`config.mk`:
```
export PLATFORM = sky130hd
export DESIGN_NAME = sqi_irq_status
export DESIGN_NICKNAME = d
export VERILOG_FILES = /design/src/logic/sqi_pkg.sv /design/src/logic/sqi_queue_seq.sv /design/src/logic/sqi_irq_status.sv
export SDC_FILE = /design/constraint.sdc
export NUM_CORES = 1
export LEC_CHECK = 0
export BUFFER_PORTS_ARGS = -buffer_cell sky130_fd_sc_hd__buf_4
export CORE_UTILIZATION = 55
export DETAILED_ROUTE_END_ITERATION = 10
export GPL_TIMING_DRIVEN = 1
export PLACE_DENSITY = 0.81
export SETUP_SLACK_MARGIN = 0.02
export SLEW_MARGIN = 5
export SYNTH_ARGS = -nofsm -noshare
export SYNTH_HDL_FRONTEND = slang
export SYNTH_SLANG_ARGS = --single-unit
```
`constraint.sdc`:
```
create_clock -name clk -period 4.2 [get_ports clk]
set_input_delay 1.26 -clock clk [delete_from_list [all_inputs] [get_ports clk]]
set_output_delay 1.26 -clock clk [all_outputs]
set_load 0.02 [all_outputs]
```
`src/logic/sqi_pkg.sv`:
```
// Purpose: shared constants and types for the serial queue interrupt block
// Assumes: 32-bit Avalon-MM data, registers in the low 16 bits
// Notes: register offsets are byte addresses on one aligned word each
package sqi_pkg;
   localparam int ADDR_W = 5;
   localparam int PTR_W = 4;
   localparam int RAM_ADDR_W = 6;

   localparam logic [ADDR_W-1:0] OFF_DELAY = 5'h00;
   localparam logic [ADDR_W-1:0] OFF_WRAP = 5'h04;
   localparam logic [ADDR_W-1:0] OFF_IRQ = 5'h08;
   localparam logic [ADDR_W-1:0] OFF_RAM_ADDR = 5'h0C;
   localparam logic [ADDR_W-1:0] OFF_DATA = 5'h10;

   localparam logic [1:0] RESP_OKAY = 2'h0;
   localparam logic [1:0] RESP_SLVERR = 2'h2;

   // Command section of the RAM space is 0x20 to 0x2F
   localparam logic [1:0] CMD_SECTION = 2'h2;
   localparam int RUN_BIT = 15;

   localparam logic [15:0] IRQ_WR_MASK = 16'hDD00;
   localparam logic [15:0] IRQ_FLAG_MASK = 16'h000D;
   localparam logic [15:0] IRQ_READ_MASK = 16'hDD0D;
   localparam logic [15:0] WRAP_WR_MASK = 16'hFF0F;
   localparam logic [15:0] IRQ_RESET = 16'h0000;
   localparam logic [15:0] WRAP_RESET = 16'h0000;
   localparam logic [RAM_ADDR_W-1:0] RAM_ADDR_RESET = 6'h00;
   localparam logic [PTR_W-1:0] PTR_RESET = 4'h0;

   typedef struct packed {
      logic collision_bus_error_en;
      logic abort_bus_error_en;
      logic rsv13;
      logic abort_lockout;
      logic collision_irq_en;
      logic abort_irq_en;
      logic rsv9;
      logic finished_irq_en;
      logic [3:0] rsv7_4;
      logic collision_flag;
      logic abort_flag;
      logic rsv1;
      logic finished_flag;
   } sqi_irq_type;

   typedef struct packed {
      logic halt;
      logic wraparound_enable;
      logic wrap_to_start;
      logic cs_idle_level;
      logic [PTR_W-1:0] end_queue_pointer;
      logic [PTR_W-1:0] completed_pointer;
      logic [PTR_W-1:0] start_queue_pointer;
   } sqi_wrap_type;

   typedef struct packed {
      logic finished;
      logic stop;
      logic [PTR_W-1:0] cur_entry;
      logic [PTR_W-1:0] completed;
   } sqi_seq_evt_type;
endpackage

```
`src/logic/sqi_queue_seq.sv`:
```
// Purpose: command queue pointer walk, halt and wraparound handling
// Assumes: cmd_done is a one-cycle pulse from the transfer engine
// Notes: finished and stop are combinational one-cycle pulses
`timescale 1ns/1ns
module sqi_queue_seq (
   input wire logic clk,
   input wire logic reset_n,
   input wire logic start,
   input wire logic sw_abort,
   input wire logic cmd_done,
   input wire sqi_pkg::sqi_wrap_type ctrl,
   output sqi_pkg::sqi_seq_evt_type evt
);
   import sqi_pkg::*;

   typedef enum logic {SEQ_IDLE, SEQ_RUN} sqi_seq_state_type;
   sqi_seq_state_type state_reg, state_next;
   logic [PTR_W-1:0] cur_reg, cur_next, done_reg, done_next;
   logic at_end, finished, stop;

   assign at_end = cur_reg == ctrl.end_queue_pointer;

   always_comb begin
      state_next = state_reg;
      cur_next = cur_reg;
      done_next = done_reg;
      finished = 1'b0;
      stop = 1'b0;
      case (state_reg)
         SEQ_IDLE: begin
            if (start) begin
               state_next = SEQ_RUN;
               cur_next = ctrl.start_queue_pointer;
            end
         end
         SEQ_RUN: begin
            if (sw_abort) begin
               state_next = SEQ_IDLE;
            end else if (cmd_done) begin
               done_next = cur_reg;
               if (ctrl.halt) begin
                  finished = 1'b1;
                  stop = 1'b1;
                  state_next = SEQ_IDLE;
               end else if (at_end) begin
                  finished = 1'b1;
                  if (ctrl.wraparound_enable) begin
                     cur_next = ctrl.wrap_to_start ? ctrl.start_queue_pointer : PTR_RESET;
                  end else begin
                     stop = 1'b1;
                     state_next = SEQ_IDLE;
                  end
               end else begin
                  cur_next = cur_reg + 4'h1;
               end
            end
         end
         default: state_next = SEQ_IDLE;
      endcase
   end

   always_ff @(posedge clk or negedge reset_n) begin
      if (!reset_n) begin
         state_reg <= SEQ_IDLE;
         cur_reg <= PTR_RESET;
         done_reg <= PTR_RESET;
      end else begin
         state_reg <= state_next;
         cur_reg <= cur_next;
         done_reg <= done_next;
      end
   end

   assign evt = '{finished: finished, stop: stop, cur_entry: cur_reg, completed: done_reg};
endmodule

```
`src/logic/sqi_irq_status.sv`:
```
// Purpose: interrupt enables, status flags and queue run control over Avalon-MM
// Assumes: master holds each request until waitrequest is seen low
// Notes: every access answers on the second cycle of the request
//
// What this block does
// - Collision bus-error enable set: write to executing command entry gets error.
// - Abort bus-error enable set: clearing run enable while running gets error.
// - Lock-out set: software writes cannot clear run enable; only completion does.
// - Collision interrupt enable gates the collision flag request.
// - Abort interrupt enable gates the abort flag request.
// - Finished interrupt enable gates the finished flag request.
// - Set collision flag on a write to the executing command entry.
// - Set abort flag when software clears run enable instead of completion.
// - Set finished flag on end-pointer command completion or after halt.
// - In wraparound, set finished flag on every end-pointer completion.
// - Flags clear on writing one or on any read of the register; writing zero leaves them.
// - Setting run enable starts the queue; controller clears it on completion.
// - Halt request finishes the current command then stops.
// - End pointer names the last command and the finished-flag trigger.
// - Wraparound off stops after end command; on restarts at zero or start pointer.
`timescale 1ns/1ns
module sqi_irq_status (
   input wire logic clk,
   input wire logic reset_n,
   input wire logic [sqi_pkg::ADDR_W-1:0] address,
   input wire logic read,
   input wire logic write,
   input wire logic [31:0] writedata,
   input wire logic [3:0] byteenable,
   output logic [31:0] readdata,
   output logic [1:0] response,
   output logic waitrequest,
   output logic irq,
   input wire logic cmd_done,
   output logic [sqi_pkg::PTR_W-1:0] cmd_entry,
   output logic queue_active
);
   import sqi_pkg::*;

   ////////////////////////////////////////////////////////////////////////////
   // Bus handshake: first cycle waits, second cycle completes
   logic req, first, done, ack_reg, ack_next;
   logic [15:0] wd, be_mask;

   assign req = read | write;
   assign first = req & ~ack_reg;
   assign done = req & ack_reg;
   assign waitrequest = first;
   assign wd = writedata[15:0];
   assign be_mask = {{8{byteenable[1]}}, {8{byteenable[0]}}};

   always_comb begin
      ack_next = first;
   end

   ////////////////////////////////////////////////////////////////////////////
   // State registers
   sqi_irq_type irq_ctrl_status_reg, irq_ctrl_status_next;
   sqi_wrap_type wrap_ctrl_reg, wrap_ctrl_next;
   logic run_reg, run_next;
   logic [RAM_ADDR_W-1:0] ram_addr_reg, ram_addr_next;
   logic coll_hit_reg, coll_hit_next, clr_hit_reg, clr_hit_next;
   logic [31:0] readdata_next;
   logic [1:0] response_next;
   sqi_seq_evt_type evt;

   ////////////////////////////////////////////////////////////////////////////
   // Access decode, judged on the first cycle of a request
   logic hit_delay, hit_wrap, hit_irq, hit_raddr, hit_data;
   logic coll_now, clr_now, coll_err, abort_err;

   assign hit_delay = address == OFF_DELAY;
   assign hit_wrap = address == OFF_WRAP;
   assign hit_irq = address == OFF_IRQ;
   assign hit_raddr = address == OFF_RAM_ADDR;
   assign hit_data = address == OFF_DATA;

   assign coll_now = write & hit_data & run_reg & (ram_addr_reg[5:4] == CMD_SECTION)
      & (ram_addr_reg[PTR_W-1:0] == evt.cur_entry);
   assign clr_now = write & hit_delay & byteenable[1] & ~wd[RUN_BIT] & run_reg;
   assign coll_err = coll_now & irq_ctrl_status_reg.collision_bus_error_en;
   assign abort_err = clr_now & irq_ctrl_status_reg.abort_bus_error_en;

   always_comb begin
      coll_hit_next = coll_hit_reg;
      clr_hit_next = clr_hit_reg;
      readdata_next = readdata;
      response_next = response;
      if (first) begin
         coll_hit_next = coll_now;
         clr_hit_next = clr_now & ~abort_err & ~irq_ctrl_status_reg.abort_lockout;
         response_next = (coll_err | abort_err) ? RESP_SLVERR : RESP_OKAY;
         readdata_next = 32'h0000_0000;
         if (read) begin
            if (hit_delay) begin
               readdata_next[RUN_BIT] = run_reg;
            end else if (hit_wrap) begin
               readdata_next[15:0] = wrap_ctrl_reg;
            end else if (hit_irq) begin
               readdata_next[15:0] = irq_ctrl_status_reg & IRQ_READ_MASK;
            end else if (hit_raddr) begin
               readdata_next[RAM_ADDR_W-1:0] = ram_addr_reg;
            end
         end
      end
   end

   ////////////////////////////////////////////////////////////////////////////
   // Run enable, sequencer and RAM address
   logic start, sw_clear, wr_delay;

   assign wr_delay = done & write & hit_delay & byteenable[1];
   assign start = wr_delay & ~run_reg & wd[RUN_BIT];
   assign sw_clear = done & clr_hit_reg;

   always_comb begin
      run_next = run_reg;
      if (start) begin
         run_next = 1'b1;
      end else if (sw_clear | evt.stop) begin
         run_next = 1'b0;
      end
      ram_addr_next = ram_addr_reg;
      if (done & write & hit_raddr & byteenable[0]) begin
         ram_addr_next = wd[RAM_ADDR_W-1:0];
      end else if (done & hit_data) begin
         ram_addr_next = ram_addr_reg + 6'h01;
      end
   end

   sqi_queue_seq u_seq (
      .clk(clk),
      .reset_n(reset_n),
      .start(start),
      .sw_abort(sw_clear),
      .cmd_done(cmd_done),
      .ctrl(wrap_ctrl_reg),
      .evt(evt)
   );

   always_comb begin
      wrap_ctrl_next = wrap_ctrl_reg;
      if (done & write & hit_wrap) begin
         wrap_ctrl_next = (wrap_ctrl_reg & ~(WRAP_WR_MASK & be_mask))
            | (wd & WRAP_WR_MASK & be_mask);
      end
      wrap_ctrl_next.completed_pointer = evt.completed;
   end

   ////////////////////////////////////////////////////////////////////////////
   // Enables and sticky flags; a set wins over a clear in the same cycle
   logic [15:0] flag_clr, flag_set;
   logic irq_next;

   always_comb begin
      flag_clr = 16'h0000;
      if (done & hit_irq & read) begin
         flag_clr = IRQ_FLAG_MASK;
      end else if (done & hit_irq & write) begin
         flag_clr = wd & be_mask & IRQ_FLAG_MASK;
      end
      flag_set = 16'h0000;
      flag_set[3] = done & coll_hit_reg;
      flag_set[2] = sw_clear;
      flag_set[0] = evt.finished;
      irq_ctrl_status_next = irq_ctrl_status_reg;
      if (done & hit_irq & write) begin
         irq_ctrl_status_next = (irq_ctrl_status_reg & ~(IRQ_WR_MASK & be_mask))
            | (wd & IRQ_WR_MASK & be_mask);
      end
      irq_ctrl_status_next = (irq_ctrl_status_next & ~flag_clr) | flag_set;
      irq_next = (irq_ctrl_status_next.collision_flag
         & irq_ctrl_status_next.collision_irq_en)
         | (irq_ctrl_status_next.abort_flag
         & irq_ctrl_status_next.abort_irq_en)
         | (irq_ctrl_status_next.finished_flag
         & irq_ctrl_status_next.finished_irq_en);
   end

   always_ff @(posedge clk or negedge reset_n) begin
      if (!reset_n) begin
         ack_reg <= 1'b0;
         irq_ctrl_status_reg <= IRQ_RESET;
         wrap_ctrl_reg <= WRAP_RESET;
         run_reg <= 1'b0;
         ram_addr_reg <= RAM_ADDR_RESET;
         coll_hit_reg <= 1'b0;
         clr_hit_reg <= 1'b0;
         readdata <= 32'h0000_0000;
         response <= RESP_OKAY;
         irq <= 1'b0;
         cmd_entry <= PTR_RESET;
      end else begin
         ack_reg <= ack_next;
         irq_ctrl_status_reg <= irq_ctrl_status_next;
         wrap_ctrl_reg <= wrap_ctrl_next;
         run_reg <= run_next;
         ram_addr_reg <= ram_addr_next;
         coll_hit_reg <= coll_hit_next;
         clr_hit_reg <= clr_hit_next;
         readdata <= readdata_next;
         response <= response_next;
         irq <= irq_next;
         cmd_entry <= evt.cur_entry;
      end
   end

   assign queue_active = run_reg;
endmodule

```
==> flow_summary_export.csv <==
group,metric,value,unit
outcome,status,"complete, no violations",
yosys,yosys_warnings,0,
grt,track_usage,0.257,
grt,grt_pass1_wl,11700,µm
detailed_routing,avgRoutedWirePerCell,17.0,µm
power,pwr-share-comb,0.135,
floorplan,die-area,0.00608,mm²
timing,finalSetupViolations,0,
cts,holdBufCountCts,0,
power,power.density,402,mW/mm²
power,intPower,1.10,mW
cts,cts_root_buffer,"clkbuf_8",
power,power_frac_clock,0.381,
cts,clock_path_buffers,2,
setup_path,cp.required,2.94,ns
final_layout,fillCellCount,434,
yosys,synth_edf_count,0,
detailed_routing,postRouteWirelength,7280,µm
final_layout,final_area,0.00375,mm²
final_layout,mostFrequentLayoutCells,"dfrtp_1 (66), buf_4 (51), nand2_1 (36)",
yosys,synth_cell_type_count,53,
detailed_routing,via_per_inst,5.85,
power,peakVddDrop,0.197,mV
grt,grt_pass1_vias,2358,
cts,cts_tree,"done",
floorplan,fp-row-count,27,
cts,clk_pin_slew_worst_paths,0.07,ns
setup_path,cp_slowest_cell,"o21ai_1",
timing,worstMarginPinSlew,0.819,ns
power,swShare,0.270,
floorplan,io_pins,87,
place,dp_hpwl,5200,µm
flow_run,maxCapViolCount,0,
cts,cts.sinks,66,
detailed_routing,ant_nets,0,
final_layout,diodes,0,
timing,fmax,323,MHz
timing,relSlewSlack,0.454,
floorplan,die_w,78.0,µm
detailed_routing,vias,2500,
detailed_routing,drtIter0Drc,189,
cts,htreeDepth,3,
yosys,synth_area,0.00317,mm²
cts,cts_made_buffers,9,
setup_path,cpMostUsedCell,"buf_4",
timing,hold_viol_final,0,
setup_path,crit_chain,"buf_4 > o21ai_1 > inv_1 > buf_4",
power,switchingPower,0.408,mW
setup_path,cp-end-kind,"output pin",
cts,insertion_delay,0.34,ns
setup_path,slowest_delay,0.18,ns
grt,antenna_found_initial,0,
final_layout,synthToLayoutAreaGrowth,18.1,%
place,placed_cell_area,0.00354,mm²
floorplan,die_h,78.0,µm
timing,period_needed,3.10,ns
timing,drv_slew,0,
place,globalplace.congestion,0.884,
yosys,avgSynthCellArea,10.7,µm²
yosys,async_reset_ff_frac,1.00,
floorplan,initial_core_util,0.573,
power,power.leakage,1.89,nW
timing,post-route-period-util,0.737,
grt,grt_overflow,0,
final_layout,drive_above_1_share,0.248,
final_layout,layout.nets,398,
timing,finalSetupTns,0,ns
yosys,seq_area_frac_synth,0.520,
timing,rsz0062_at_grt,"false",
grt,grt_start_max_net_pins,67,
yosys,dominantRegCellSynth,"dfrtp_1",
yosys,ys_ff_latch,66,
setup_path,critPathKind,"input pin to output pin",
hold_path,hp-class,"flop to flop",
final_layout,final_common_cell,"dfrtp_1",
floorplan,core-area,0.00554,mm²
timing,finalClockSkew,0.00816,ns
power,seq_power_share,0.484,
cts,cts_setup_buffers,0,
place,port_buffers,49,
setup_path,worst_setup_path_start_kind,"input pin",
detailed_routing,first_pass_iters,5,
yosys,syn_inst,297,
cts,cts_resized,0,
detailed_routing,post-route-drc-count,0,
setup_path,path_max_fanout,11,
setup_path,crit_arrival,1.84,ns
power groups by stage:
stage               sequential [mW]  combinational [mW]  clock [mW]
floorplan                     0.731               0.136           0
global placement              0.739               0.196           0
detailed placement            0.740               0.201           0
CTS                           0.729               0.203       0.581
global route                  0.735               0.222       0.616
finish                        0.730               0.203       0.575
final timing paths:
check	cells after the start	start	end	slack (ns)
worst min-delay path	0	u_seq.done_reg[2]	wrap_ctrl_reg[6]	0.38
worst max-delay path	4	write	waitrequest	1.10
worst min register to register	0	u_seq.done_reg[2]	wrap_ctrl_reg[6]	0.38
min in group asynchronous	1	reset_n	ram_addr_reg[4]	1.00
max in group asynchronous	1	reset_n	u_seq.done_reg[3]	2.65
worst max register to register	5	u_seq.cur_reg[0]	u_seq.cur_reg[1]	2.10
final cells by class:
type | count | area (µm²) | area share
Sequential cell | 66 | 1650 | 0.441
Multi-Input combinational cell | 204 | 1340 | 0.359
Timing Repair Buffer | 51 | 383 | 0.102
Clock buffer | 12 | 135 | 0.0361
Tap cell | 72 | 90.1 | 0.0240
Clock inverter | 4 | 76.3 | 0.0204
Inverter | 18 | 67.6 | 0.0180
synth_stat cells (all sizes together), types with 2 or more instances:
library cell | number | area, µm²
mux2 | 14 | 158
clkbuf | 4 | 15.0
buf | 21 | 156
o21a | 2 | 15.0
a221o | 2 | 20.0
a31oi | 3 | 18.8
and3 | 4 | 25.0
o21ai | 19 | 95.1
dfrtp | 66 | 1650
nor4 | 2 | 27.5
a22oi | 3 | 22.5
a222oi | 4 | 40.0
a21oi | 4 | 20.0
o22ai | 4 | 25.0
xnor2 | 10 | 87.6
inv | 18 | 67.6
or3 | 2 | 12.5
a2bb2oi | 2 | 17.5
a21o | 2 | 15.0
o32a | 2 | 20.0
ha | 2 | 25.0
nor3 | 8 | 51.3
nand4 | 7 | 43.8
nand3 | 8 | 40.0
a22o | 15 | 131
o211ai | 3 | 27.5
nor2b | 2 | 12.5
nor2 | 11 | 43.8
and2 | 2 | 15.0
nand2 | 36 | 135
logic make-up after synthesis:
logic type,after synthesis,share of synthesized area
buffers and inverters,43,0.0753
xor gates and xnor gates,11,0.0304
adders and majority gates,2,0.00788
AOI/OAI and AO/OA,74,0.173
and+or+nand+nor,86,0.143
DFF,66,0.520
muxes,14,0.0497
other,1,0.00118
critical path, delay by kind of cell:
| kind | cells | cell delay [ns] |
|---|---|---|
| buf+inv | 3 | 0.40 |
| compound gates | 1 | 0.18 |
per-layer routing:
| layer | track usage | routed length (µm) | share of wire | vias to the layer above |
|---|---|---|---|---|
| met5 | 0 | 0 | 0 | - |
| met4 | 0.130 | 127 | 0.017 | 0 |
| met3 | 0.0635 | 457 | 0.063 | 15 |
| met2 | 0.392 | 3540 | 0.49 | 108 |
| met1 | 0.343 | 3150 | 0.43 | 1224 |
| li1 | - | - | - | 1153 |
metrics by stage:
step | hold WS, ns | instances | util | setup slack [ns] | total power, mW
finish | 0.376 | 427 | 0.676 | 1.10 | 1.51
global route | 0.386 | 427 | 0.676 | 1.06 | 1.57
CTS | 0.380 | 427 | 0.676 | 1.10 | 1.51
detailed placement | 0.364 | 411 | 0.638 | 0.925 | 0.942
global placement | 0.361 | 411 | 0.638 | 0.958 | 0.935
floorplan | 0.354 | 313 | - | 0.773 | 0.868
Note: power is estimated with default switching activity, not from simulation.
